===== config.mk =====
export PLATFORM = sky130hd
export DESIGN_NAME = iep_regs
export DESIGN_NICKNAME = d
export VERILOG_FILES = /design/src/hdl/iep_pkg.sv /design/src/hdl/iep_gate.sv /design/src/hdl/iep_regs.sv
export SDC_FILE = /design/constraint.sdc
export NUM_CORES = 1
export LEC_CHECK = 0
export BUFFER_PORTS_ARGS = -buffer_cell sky130_fd_sc_hd__buf_4
export CORE_UTILIZATION = 29
export DETAILED_ROUTE_END_ITERATION = 6
export HOLD_SLACK_MARGIN = 0.12
export PLACE_DENSITY = 0.62
export SLEW_MARGIN = 10
export SYNTH_ARGS = -nofsm -noshare
export SYNTH_HDL_FRONTEND = slang
export SYNTH_SLANG_ARGS = --single-unit

===== constraint.sdc =====
create_clock -name aclk -period 2.63 [get_ports aclk]
set_clock_uncertainty 0.05 [all_clocks]
set_input_delay 0.526 -clock aclk [delete_from_list [all_inputs] [get_ports aclk]]
set_output_delay 0.526 -clock aclk [all_outputs]
set_load 0.01 [all_outputs]

===== src/hdl/iep_pkg.sv =====
// constants, field positions and state type of the interrupt enable/priority registers
package iep_pkg;

  localparam int          AXI_ADDR_W = 8;
  localparam int          AXI_DATA_W = 32;
  localparam int          REG_W      = 16;
  localparam int          LEVEL_W    = 3;

  // byte offsets on the register bus
  localparam logic [7:0]  OFS_ENABLE_3   = 8'h00;
  localparam logic [7:0]  OFS_ENABLE_4   = 8'h04;
  localparam logic [7:0]  OFS_ENABLE_5   = 8'h08;
  localparam logic [7:0]  OFS_ENABLE_6   = 8'h0c;
  localparam logic [7:0]  OFS_PRIORITY_0 = 8'h10;
  localparam logic [7:0]  OFS_PENDING    = 8'h14;

  // enable register 3
  localparam int          CALENDAR_IRQ_EN_BIT    = 14;
  localparam int          EXT_INPUT4_IRQ_EN_BIT  = 6;
  localparam int          EXT_INPUT3_IRQ_EN_BIT  = 5;
  localparam int          I2C2_MASTER_IRQ_EN_BIT = 2;
  localparam int          I2C2_SLAVE_IRQ_EN_BIT  = 1;
  // enable register 4
  localparam int          CHARGE_TIME_IRQ_EN_BIT   = 13;
  localparam int          LOW_VOLTAGE_IRQ_EN_BIT   = 8;
  localparam int          CHECKSUM_GEN_IRQ_EN_BIT  = 3;
  localparam int          UART2_ERROR_IRQ_EN_BIT   = 2;
  localparam int          UART1_ERROR_IRQ_EN_BIT   = 1;
  // enable register 5
  localparam int          CAPTURE9_IRQ_EN_BIT       = 13;
  localparam int          COMPARE9_IRQ_EN_BIT       = 12;
  localparam int          SPI3_EVENT_IRQ_EN_BIT     = 11;
  localparam int          SPI3_FAULT_IRQ_EN_BIT     = 10;
  localparam int          UART4_TRANSMIT_IRQ_EN_BIT = 9;
  localparam int          UART4_RECEIVE_IRQ_EN_BIT  = 8;
  localparam int          UART4_ERROR_IRQ_EN_BIT    = 7;
  localparam int          USB_OTG_IRQ_EN_BIT        = 6;
  localparam int          I2C3_MASTER_IRQ_EN_BIT    = 5;
  localparam int          I2C3_SLAVE_IRQ_EN_BIT     = 4;
  localparam int          UART3_TRANSMIT_IRQ_EN_BIT = 3;
  localparam int          UART3_RECEIVE_IRQ_EN_BIT  = 2;
  localparam int          UART3_ERROR_IRQ_EN_BIT    = 1;
  // enable register 6
  localparam int          GRAPHICS_IRQ_EN_BIT = 4;

  // priority register 0, lowest bit of each 3-bit field
  localparam int          TIMER1_IRQ_LEVEL_LSB     = 12;
  localparam int          COMPARE1_IRQ_LEVEL_LSB   = 8;
  localparam int          CAPTURE1_IRQ_LEVEL_LSB   = 4;
  localparam int          EXT_INPUT0_IRQ_LEVEL_LSB = 0;

  // implemented bits of each register
  localparam logic [15:0] ENABLE_3_MASK   = 16'h4066;
  localparam logic [15:0] ENABLE_4_MASK   = 16'h210e;
  localparam logic [15:0] ENABLE_5_MASK   = 16'h3ffe;
  localparam logic [15:0] ENABLE_6_MASK   = 16'h0010;
  localparam logic [15:0] PRIORITY_0_MASK = 16'h7777;
  localparam logic [15:0] PENDING_MASK    = 16'h00ff;

  // values after reset
  localparam logic [15:0] ENABLE_RST     = 16'h0000;
  localparam logic [15:0] PRIORITY_0_RST = 16'h4444;

  localparam logic [2:0]  LEVEL_OFF = 3'h0;
  localparam logic [1:0]  RESP_OKAY   = 2'h0;
  localparam logic [1:0]  RESP_SLVERR = 2'h2;

  typedef struct packed {
    logic                  aw_got;
    logic [AXI_ADDR_W-1:0] aw_addr;
    logic                  w_got;
    logic [REG_W-1:0]      w_data;
    logic [1:0]            w_strb;
    logic                  bvalid;
    logic [1:0]            bresp;
    logic                  rvalid;
    logic [1:0]            rresp;
    logic [REG_W-1:0]      rdata;
    logic [REG_W-1:0]      en3;
    logic [REG_W-1:0]      en4;
    logic [REG_W-1:0]      en5;
    logic [REG_W-1:0]      en6;
    logic [REG_W-1:0]      prio0;
    logic [REG_W-1:0]      req3;
    logic [REG_W-1:0]      req4;
    logic [REG_W-1:0]      req5;
    logic [REG_W-1:0]      req6;
    logic [3:0]            req_prio;
  } iep_state_t;

endpackage


===== src/hdl/iep_gate.sv =====
// per-source request gate: a request passes only where flag, enable and mask agree
module iep_gate #(
  parameter int W = 16
) (
  input  wire logic [W-1:0] flag,
  input  wire logic [W-1:0] en,
  input  wire logic [W-1:0] mask,
  output logic      [W-1:0] req
);

  assign req = flag & en & mask; // [RULE1] [RULE14]

endmodule


===== src/hdl/iep_regs.sv =====
// interrupt enable registers 3..6 and priority register 0 behind an axi4-lite slave
//
// Summary of operation
// RULE1 - A source's request passes when its enable bit is one and is blocked when it is zero.
// RULE2 - Unimplemented bits of the enable and priority registers read zero and ignore writes.
// RULE3 - Power-on reset clears every implemented enable bit.
// RULE4 - Each 3-bit priority field resets to binary 100, level four.
// RULE5 - Priority code 111 gives the source level seven, the highest.
// RULE6 - Codes between map straight to levels, with 001 being level one, the lowest.
// RULE7 - Priority code 000 disables the source whatever its enable bit holds.
// RULE8 - Software enabling an external input must also route it to a remappable pin.
// RULE9 - Enable register 3 has calendar at 14, ext input 4 at 6, ext 3 at 5, i2c2 at 2 and 1.
// RULE10 - Enable register 4 has charge time 13, low voltage 8, checksum 3, uart2/1 error 2 and 1.
// RULE11 - Enable register 5 holds thirteen enables from capture 9 at bit 13 down to bit 1.
// RULE12 - Enable register 6 implements only the graphics enable at bit 4.
// RULE13 - Priority register 0 has timer1 at 14-12, compare1 10-8, capture1 6-4, ext0 2-0.
// RULE14 - A request reaches arbitration only with flag set, enable one and level nonzero.
//
// Chosen here: register access over AXI4-Lite and the register offsets.
module iep_regs
  import iep_pkg::*;
(
  input  wire logic                  aclk,
  input  wire logic                  aresetn,
  input  wire logic [AXI_ADDR_W-1:0] s_axi_awaddr,
  input  wire logic [2:0]            s_axi_awprot,
  input  wire logic                  s_axi_awvalid,
  output logic                       s_axi_awready,
  input  wire logic [AXI_DATA_W-1:0] s_axi_wdata,
  input  wire logic [3:0]            s_axi_wstrb,
  input  wire logic                  s_axi_wvalid,
  output logic                       s_axi_wready,
  output logic [1:0]                 s_axi_bresp,
  output logic                       s_axi_bvalid,
  input  wire logic                  s_axi_bready,
  input  wire logic [AXI_ADDR_W-1:0] s_axi_araddr,
  input  wire logic [2:0]            s_axi_arprot,
  input  wire logic                  s_axi_arvalid,
  output logic                       s_axi_arready,
  output logic [AXI_DATA_W-1:0]      s_axi_rdata,
  output logic [1:0]                 s_axi_rresp,
  output logic                       s_axi_rvalid,
  input  wire logic                  s_axi_rready,
  input  wire logic [REG_W-1:0]      src_flag_3,
  input  wire logic [REG_W-1:0]      src_flag_4,
  input  wire logic [REG_W-1:0]      src_flag_5,
  input  wire logic [REG_W-1:0]      src_flag_6,
  input  wire logic                  timer1_pending,
  input  wire logic                  compare1_pending,
  input  wire logic                  capture1_pending,
  input  wire logic                  ext_input0_pending,
  output logic [REG_W-1:0]           irq_req_3,
  output logic [REG_W-1:0]           irq_req_4,
  output logic [REG_W-1:0]           irq_req_5,
  output logic [REG_W-1:0]           irq_req_6,
  output logic                       timer1_req,
  output logic                       compare1_req,
  output logic                       capture1_req,
  output logic                       ext_input0_req,
  output logic [LEVEL_W-1:0]         timer1_irq_level,
  output logic [LEVEL_W-1:0]         compare1_irq_level,
  output logic [LEVEL_W-1:0]         capture1_irq_level,
  output logic [LEVEL_W-1:0]         ext_input0_irq_level
);

  iep_state_t            st_r;
  iep_state_t            st_nxt;

  logic                  aw_hs;
  logic                  w_hs;
  logic                  ar_hs;
  logic                  aw_now;
  logic                  w_now;
  logic                  do_write;
  logic [AXI_ADDR_W-1:0] wr_addr;
  logic [REG_W-1:0]      wr_data;
  logic [1:0]            wr_strb;

  logic [REG_W-1:0]      gate_3;
  logic [REG_W-1:0]      gate_4;
  logic [REG_W-1:0]      gate_5;
  logic [REG_W-1:0]      gate_6;
  logic [3:0]            gate_prio;
  logic [3:0]            prio_flag;
  logic [3:0]            prio_live;
  logic [3:0]            prio_mask;

  // byte merge of a write, then only the implemented bits survive
  function automatic logic [REG_W-1:0] merge(
    input logic [REG_W-1:0] old,
    input logic [REG_W-1:0] data,
    input logic [1:0]       strb,
    input logic [REG_W-1:0] mask
  );
    logic [REG_W-1:0] bytes;
    bytes = {{8{strb[1]}}, {8{strb[0]}}};
    merge = ((data & bytes) | (old & ~bytes)) & mask; // [RULE2]
  endfunction

  // field of priority register 0 by its lowest bit
  function automatic logic [LEVEL_W-1:0] field(
    input logic [REG_W-1:0] prio,
    input int               lsb
  );
    field = prio[lsb +: LEVEL_W];
  endfunction

  // ------------------------------------------------------------------
  // bus handshakes
  // ------------------------------------------------------------------
  // one write at a time: channels close while a response is waiting
  assign s_axi_awready = !st_r.aw_got && !st_r.bvalid;
  assign s_axi_wready  = !st_r.w_got && !st_r.bvalid;
  assign s_axi_arready = !st_r.rvalid;

  assign aw_hs = s_axi_awvalid && s_axi_awready;
  assign w_hs  = s_axi_wvalid && s_axi_wready;
  assign ar_hs = s_axi_arvalid && s_axi_arready;

  // address and data may arrive together or in either order
  assign aw_now   = st_r.aw_got || aw_hs;
  assign w_now    = st_r.w_got || w_hs;
  assign do_write = aw_now && w_now && !st_r.bvalid;

  assign wr_addr = st_r.aw_got ? st_r.aw_addr : s_axi_awaddr;
  assign wr_data = st_r.w_got ? st_r.w_data : s_axi_wdata[REG_W-1:0];
  assign wr_strb = st_r.w_got ? st_r.w_strb : s_axi_wstrb[1:0];

  assign s_axi_bvalid = st_r.bvalid;
  assign s_axi_bresp  = st_r.bresp;
  assign s_axi_rvalid = st_r.rvalid;
  assign s_axi_rresp  = st_r.rresp;
  // upper half of every word reads zero
  assign s_axi_rdata  = {{(AXI_DATA_W-REG_W){1'b0}}, st_r.rdata};

  // ------------------------------------------------------------------
  // request gating
  // ------------------------------------------------------------------
  iep_gate #(
    .W (REG_W)
  ) u_gate_3 (
    .flag (src_flag_3),
    .en   (st_r.en3),
    .mask (ENABLE_3_MASK),
    .req  (gate_3)
  );

  iep_gate #(
    .W (REG_W)
  ) u_gate_4 (
    .flag (src_flag_4),
    .en   (st_r.en4),
    .mask (ENABLE_4_MASK),
    .req  (gate_4)
  );

  iep_gate #(
    .W (REG_W)
  ) u_gate_5 (
    .flag (src_flag_5),
    .en   (st_r.en5),
    .mask (ENABLE_5_MASK),
    .req  (gate_5)
  );

  iep_gate #(
    .W (REG_W)
  ) u_gate_6 (
    .flag (src_flag_6),
    .en   (st_r.en6),
    .mask (ENABLE_6_MASK),
    .req  (gate_6)
  );

  // the pending inputs already carry flag and enable from the other enable registers
  assign prio_flag = {timer1_pending, compare1_pending, capture1_pending, ext_input0_pending};

  // level 000 switches the source off; 001..111 stay live as levels one to seven
  assign prio_live[3] = field(st_r.prio0, TIMER1_IRQ_LEVEL_LSB) != LEVEL_OFF;     // [RULE7]
  assign prio_live[2] = field(st_r.prio0, COMPARE1_IRQ_LEVEL_LSB) != LEVEL_OFF;   // [RULE7]
  assign prio_live[1] = field(st_r.prio0, CAPTURE1_IRQ_LEVEL_LSB) != LEVEL_OFF;   // [RULE7]
  assign prio_live[0] = field(st_r.prio0, EXT_INPUT0_IRQ_LEVEL_LSB) != LEVEL_OFF; // [RULE7]
  assign prio_mask    = 4'hf;

  iep_gate #(
    .W (4)
  ) u_gate_prio (
    .flag (prio_flag),
    .en   (prio_live),
    .mask (prio_mask),
    .req  (gate_prio)
  );

  // ------------------------------------------------------------------
  // next state
  // ------------------------------------------------------------------
  always_comb begin
    st_nxt = st_r;

    if (aw_hs) begin
      st_nxt.aw_got  = 1'b1;
      st_nxt.aw_addr = s_axi_awaddr;
    end
    if (w_hs) begin
      st_nxt.w_got  = 1'b1;
      st_nxt.w_data = s_axi_wdata[REG_W-1:0];
      st_nxt.w_strb = s_axi_wstrb[1:0];
    end
    if (st_r.bvalid && s_axi_bready) begin
      st_nxt.bvalid = 1'b0;
    end

    if (do_write) begin
      st_nxt.aw_got = 1'b0;
      st_nxt.w_got  = 1'b0;
      st_nxt.bvalid = 1'b1;
      st_nxt.bresp  = RESP_OKAY;
      // byte lane bits [1:0] are ignored: any address within a word selects it
      case ({wr_addr[AXI_ADDR_W-1:2], 2'b00})
        OFS_ENABLE_3: begin
          st_nxt.en3 = merge(st_r.en3, wr_data, wr_strb, ENABLE_3_MASK); // [RULE1] [RULE9]
        end
        OFS_ENABLE_4: begin
          st_nxt.en4 = merge(st_r.en4, wr_data, wr_strb, ENABLE_4_MASK); // [RULE1] [RULE10]
        end
        OFS_ENABLE_5: begin
          st_nxt.en5 = merge(st_r.en5, wr_data, wr_strb, ENABLE_5_MASK); // [RULE1] [RULE11]
        end
        OFS_ENABLE_6: begin
          st_nxt.en6 = merge(st_r.en6, wr_data, wr_strb, ENABLE_6_MASK); // [RULE1] [RULE12]
        end
        OFS_PRIORITY_0: begin
          // each field is stored as written: code n is level n
          st_nxt.prio0 = merge(st_r.prio0, wr_data, wr_strb, PRIORITY_0_MASK); // [RULE13] [RULE5] [RULE6]
        end
        OFS_PENDING: begin
          // read-only view of the gated requests; a write is accepted and dropped
          st_nxt.bresp = RESP_OKAY;
        end
        default: begin
          st_nxt.bresp = RESP_SLVERR;
        end
      endcase
    end

    if (st_r.rvalid && s_axi_rready) begin
      st_nxt.rvalid = 1'b0;
    end

    if (ar_hs) begin
      st_nxt.rvalid = 1'b1;
      st_nxt.rresp  = RESP_OKAY;
      case ({s_axi_araddr[AXI_ADDR_W-1:2], 2'b00})
        OFS_ENABLE_3: begin
          st_nxt.rdata = st_r.en3 & ENABLE_3_MASK; // [RULE2]
        end
        OFS_ENABLE_4: begin
          st_nxt.rdata = st_r.en4 & ENABLE_4_MASK; // [RULE2]
        end
        OFS_ENABLE_5: begin
          st_nxt.rdata = st_r.en5 & ENABLE_5_MASK; // [RULE2]
        end
        OFS_ENABLE_6: begin
          st_nxt.rdata = st_r.en6 & ENABLE_6_MASK; // [RULE2]
        end
        OFS_PRIORITY_0: begin
          st_nxt.rdata = st_r.prio0 & PRIORITY_0_MASK; // [RULE2]
        end
        OFS_PENDING: begin
          st_nxt.rdata = {8'h00,
                          |st_r.req6, |st_r.req5, |st_r.req4, |st_r.req3,
                          st_r.req_prio} & PENDING_MASK;
        end
        default: begin
          st_nxt.rdata = 16'h0000;
          st_nxt.rresp = RESP_SLVERR;
        end
      endcase
    end

    // requests are registered so the outputs come from flip-flops (one cycle behind flags)
    st_nxt.req3     = gate_3;    // [RULE1]
    st_nxt.req4     = gate_4;    // [RULE1]
    st_nxt.req5     = gate_5;    // [RULE1]
    st_nxt.req6     = gate_6;    // [RULE1]
    st_nxt.req_prio = gate_prio; // [RULE14]
  end

  always_ff @(posedge aclk) begin
    if (!aresetn) begin
      st_r       <= '0;
      st_r.en3   <= ENABLE_RST;     // [RULE3]
      st_r.en4   <= ENABLE_RST;     // [RULE3]
      st_r.en5   <= ENABLE_RST;     // [RULE3]
      st_r.en6   <= ENABLE_RST;     // [RULE3]
      st_r.prio0 <= PRIORITY_0_RST; // [RULE4]
    end else begin
      st_r <= st_nxt;
    end
  end

  // ------------------------------------------------------------------
  // outputs
  // ------------------------------------------------------------------
  assign irq_req_3      = st_r.req3;
  assign irq_req_4      = st_r.req4;
  assign irq_req_5      = st_r.req5;
  assign irq_req_6      = st_r.req6;
  assign timer1_req     = st_r.req_prio[3];
  assign compare1_req   = st_r.req_prio[2];
  assign capture1_req   = st_r.req_prio[1];
  assign ext_input0_req = st_r.req_prio[0];

  // the arbiter compares these directly: 7 wins, 1 loses to all others
  assign timer1_irq_level     = field(st_r.prio0, TIMER1_IRQ_LEVEL_LSB);     // [RULE5] [RULE6]
  assign compare1_irq_level   = field(st_r.prio0, COMPARE1_IRQ_LEVEL_LSB);   // [RULE5] [RULE6]
  assign capture1_irq_level   = field(st_r.prio0, CAPTURE1_IRQ_LEVEL_LSB);   // [RULE5] [RULE6]
  assign ext_input0_irq_level = field(st_r.prio0, EXT_INPUT0_IRQ_LEVEL_LSB); // [RULE5] [RULE6]

endmodule


# ---- Yosys cells after proc, flatten, opt, wreduce, memory -nomap -nowiden
# Cells that the tools add are included.
dict set report totals {
  register_bits 154
  in_bits 133
  output_inout_bits 121
}
dict set report classes {
  eq_ne 10
  mux 10
  reduce_logical 35
  bitwise 18
}
# cell n
set ops {}
lappend ops {{$pmux W15 S6} 1}
lappend ops {{$reduce_or A16 Y1} 4}
lappend ops {{$and A15 B15 Y15} 4}
lappend ops {{$and A14 B14 Y14} 4}
lappend ops {{$or A15 B15 Y15} 2}
lappend ops {{$or A14 B14 Y14} 2}
lappend ops {{$eq A6 B2 Y1 const B} 4}
lappend ops {{$eq A6 B3 Y1 const B} 4}
lappend ops {{$mux W19} 1}
lappend ops {{$mux W15} 1}
lappend ops {{$not A15 Y15} 1}
lappend ops {{$eq A6 B1 Y1 const B} 2}
lappend ops {{$logic_not A6 Y1} 2}
lappend ops {{$reduce_bool A3 Y1} 4}
lappend ops {{$reduce_or A6 Y1} 2}
lappend ops {{$and A5 B5 Y5} 2}
lappend ops {{$reduce_and A2 Y1} 5}
lappend ops {{$logic_and A1 B1 Y1} 9}
lappend ops {{$mux W8} 1}
lappend ops {{$mux W2} 3}
lappend ops {{$or A5 B5 Y5} 1}
lappend ops {{$and A4 B4 Y4} 1}
lappend ops {{$logic_not A1 Y1} 4}
lappend ops {{$reduce_bool A2 Y1} 2}
lappend ops {{other kinds (5)} 7}

# ---- Depth between registers and ports, before layout
dict set report depth {
  word_depth 7
  mapped_depth 7
}

# ---- Modules after synthesis
# Synthesis repeated with hierarchy kept, for this count alone.
dict set report hier_totals {
  cells_unflattened 762
  hier_area_um2 6895.4
}
# mod seq_area_each_um2 cells_each n_inst area_per_inst_um2
set modules_own_cells {}
lappend modules_own_cells {iep_regs 2962.8 694 1 6470.0}
lappend modules_own_cells {{iep_gate (u_gate_3 ...)} 0.0 16 4 100.1}
lappend modules_own_cells {{iep_gate (u_gate_prio)} 0.0 4 1 25.0}

# ---- Worst setup path before layout
# No wires, ideal clock.
dict set report synth_timing {
  kind {input to register}
  start {input port s_axi_awaddr[7]}
  end {register (tool-made name)}
  path_slack_ns 0.725
  path_stages 4
  setup_ns 0.122
  n_path_buf 0
  arrival_time_ns 1.733
  path_cell_list {or4_4 > a211oi_4 > nand2_2 > mux2i_1}
}
# item line_no
set synth_lines {}
lappend synth_lines {{from (decl)} iep_regs.sv:25} ;# input wire logic [AXI_ADDR_W-1:0] s_axi_awaddr,

==> out/results.tsv <==
metric	value	unit
status	finished clean	
yosysSeqAreaShare	41.0	%
p_leak	2.73	nW
met3WireLength	1040	µm
postCtsHoldBufs	0	
worst-setup-path-type	reg -> reg	
max_slew_margin	51.3	%
grt_usage	15.3	%
via_per_inst	4.45	
tritoncts	built	
path_cells	buf_4 -> mux2_2 -> a211oi_4 -> nand2_1 -> mux2i_1	
fin_util	35.1	%
port_buffers	125	
ios	254	
crit_arrival	2.31	ns
power_density	580	mW/mm²
cp_slowest_cell	dfxtp_1	
clk_latency	0.36	ns
drive_gt1_share	27.4	%
topRoutingLayerUsed	met4	
min_path_type	in -> reg	
antenna_cells	0	
slowest_delay	0.53	ns
setup_tns	0	ns
finalSetupViolCount	0	
synth_top_family_by_area	buffers and inverters	
hold_viol	0	
drtAntennaViolNets	0	
hpwl	11100	µm
clk_path_buf_depth	2	
grt_max_degree	60	
critPathMaxFanout	13	
finalMaxSlewViolations	0	
wl_per_cell	16.0	µm
grt_pass1_vias	3626	
synthAdderAreaFrac	0	%
synthMuxAreaShare	12.0	%
core	0.0175	mm²
cts_root_buffer	clkbuf_16	
antenna_found_initial	0	
cap_violations	0	
grt_pass1_wl	21200	µm
drc	0	
nNetsFinal	783	
peakVddDrop	0.344	mV
synth_compound_area_share	12.0	%
rows	48	
syn_area	0.00527	mm²
max_slew.worst_pin.slew	0.728	ns
cp-end-kind	flip-flop	
avgSynthCellArea	9.02	µm²
numCtsBuffers	9	
m1WireLength	6540	µm
dr_total_vias	3915	
gp_congestion	0.799	
die_x	137	µm
synthToLayoutAreaGrowth	16.6	%
synthDistinctLibCells	48	
clk_pin_slew	0.07	ns
critPathLaunchType	flip-flop	
cts_max_level	3	
ys_seq_elements	108	
drt-pass1-iter-count	4	
rsz0062_at_grt	no	
synthArstFlopShare	0	%
yosys.area_share.simple	16.6	%
synth_edf_count	0	
post-cts-setup-buffers	0	
cts.sinks	108	
fp.dieArea	0.0187	mm²
post_cts_resized	0	
min_period	2.12	ns
synth-main-ff-cell	dfxtp_1	
synth_warnings	0	
timing.fmax	472	MHz
totalWireLength	14100	µm
cp_data_required_time	2.82	ns
syn_inst	585	
fin_crit_sh	80.6	%
synth-xor-area-share	0	%
drt_iter0_markers	195	
initial_core_util	30.1	%
gr-total-overflow	0	
routed-wl-met2	6450	µm
die_h	137	µm
power by group:
group          leakage, nW  internal [mW]  switching (mW)
clock                0.144          0.746           0.638
sequential           0.877           1.68          0.0389
combinational         1.71          0.196           0.270
per-stage QoR:
step	hold slack, ns	total power, mW	instances	setup WS [ns]	area (µm²)
after floorplan	0.371	2.10	643	0.725	5490
after global placement	0.388	2.22	864	0.395	5850
after detailed placement	0.396	2.22	864	0.399	5850
after CTS	0.290	3.61	879	0.525	6150
after global routing	0.297	3.73	879	0.428	6150
final	0.305	3.57	879	0.511	6150
critical path: cells and delay by family, from the launching register on:
family	cells	cell delay, ns
buf+inv	1	0.22
mux	2	0.55
compound gates	1	0.44
simple gates	1	0.22
flops	1	0.53
synthesized netlist by cell type (all sizes together), types with 2 or more instances:
cell type	count	area share [%]
a211oi	7	1.7
a21oi	27	2.6
a22o	4	0.66
a22oi	8	1.1
a311oi	6	1.0
a31oi	8	0.95
and2	3	0.36
and3	25	3.0
buf	118	16
clkbuf	21	1.5
dfxtp	108	41
inv	3	0.21
mux2	15	3.2
mux2i	42	8.0
mux4	2	0.85
nand2	93	6.8
nand3	6	0.57
nand3b	2	0.28
nor2	21	1.5
nor2b	5	0.59
nor3	7	0.76
nor3b	3	0.52
nor4	8	0.95
o21ai	21	2.0
o311a	4	0.76
or3b	2	0.33
or4	2	0.36
placed cells by master (no fill, tap or decap), types with 3 or more instances in the layout:
master,netlist,final
buf_4,112,134
dfxtp_1,108,108
nand2_1,90,90
conb_1,1,59
mux2i_1,42,42
a21oi_1,27,27
and3_1,25,25
nor2_1,21,21
o21ai_0,21,21
mux2_2,15,15
clkbuf_16,0,9
nor4_1,8,8
a22oi_1,8,8
a31oi_1,8,8
nor3_1,6,6
nand3_1,6,6
a311oi_1,6,6
nor2b_1,5,5
a211oi_1,4,4
a22o_1,4,4
o311a_1,4,4
inv_1,3,3
a211oi_4,3,3
nand2_2,3,3
and2_1,3,3
final cells by class:
cell class,count,area (µm²)
Clock buffer,9,225
Multi-Input combinational cell,392,2370
Timing Repair Buffer,135,1030
Sequential cell,108,2160
Inverter,4,15.0
Tap cell,225,282
Clock inverter,6,71.3
Fill cell,1846,11400
kinds of logic after synthesis:
group                  count (synthesis)
and+or+nand+nor                      181
buffers and inverters                143
DFF                                  108
AOI/OAI and AO/OA                     93
muxes                                 59
other                                  1
worst paths after layout:
path / from / to / slack (ns) / depth (start not counted)
max: st_r[197] / flip-flop / 0.51 / 5
min: s_axi_rready / s_axi_rvalid / 0.30 / 2
max reg2reg: st_r[197] / flip-flop / 0.51 / 5
min reg2reg: st_r[185] / st_r[185] / 0.40 / 2
metal layers:
| metal | track usage (%) | vias to the layer above |
|---|---|---|
| li1 | - | 1990 |
| met3 | 4.30 | 7 |
| met5 | 0 | - |
| met1 | 20.9 | 1797 |
| met2 | 24.0 | 121 |
| met4 | 2.93 | 0 |
No activity file was read; power rests on OpenSTA's default activity.
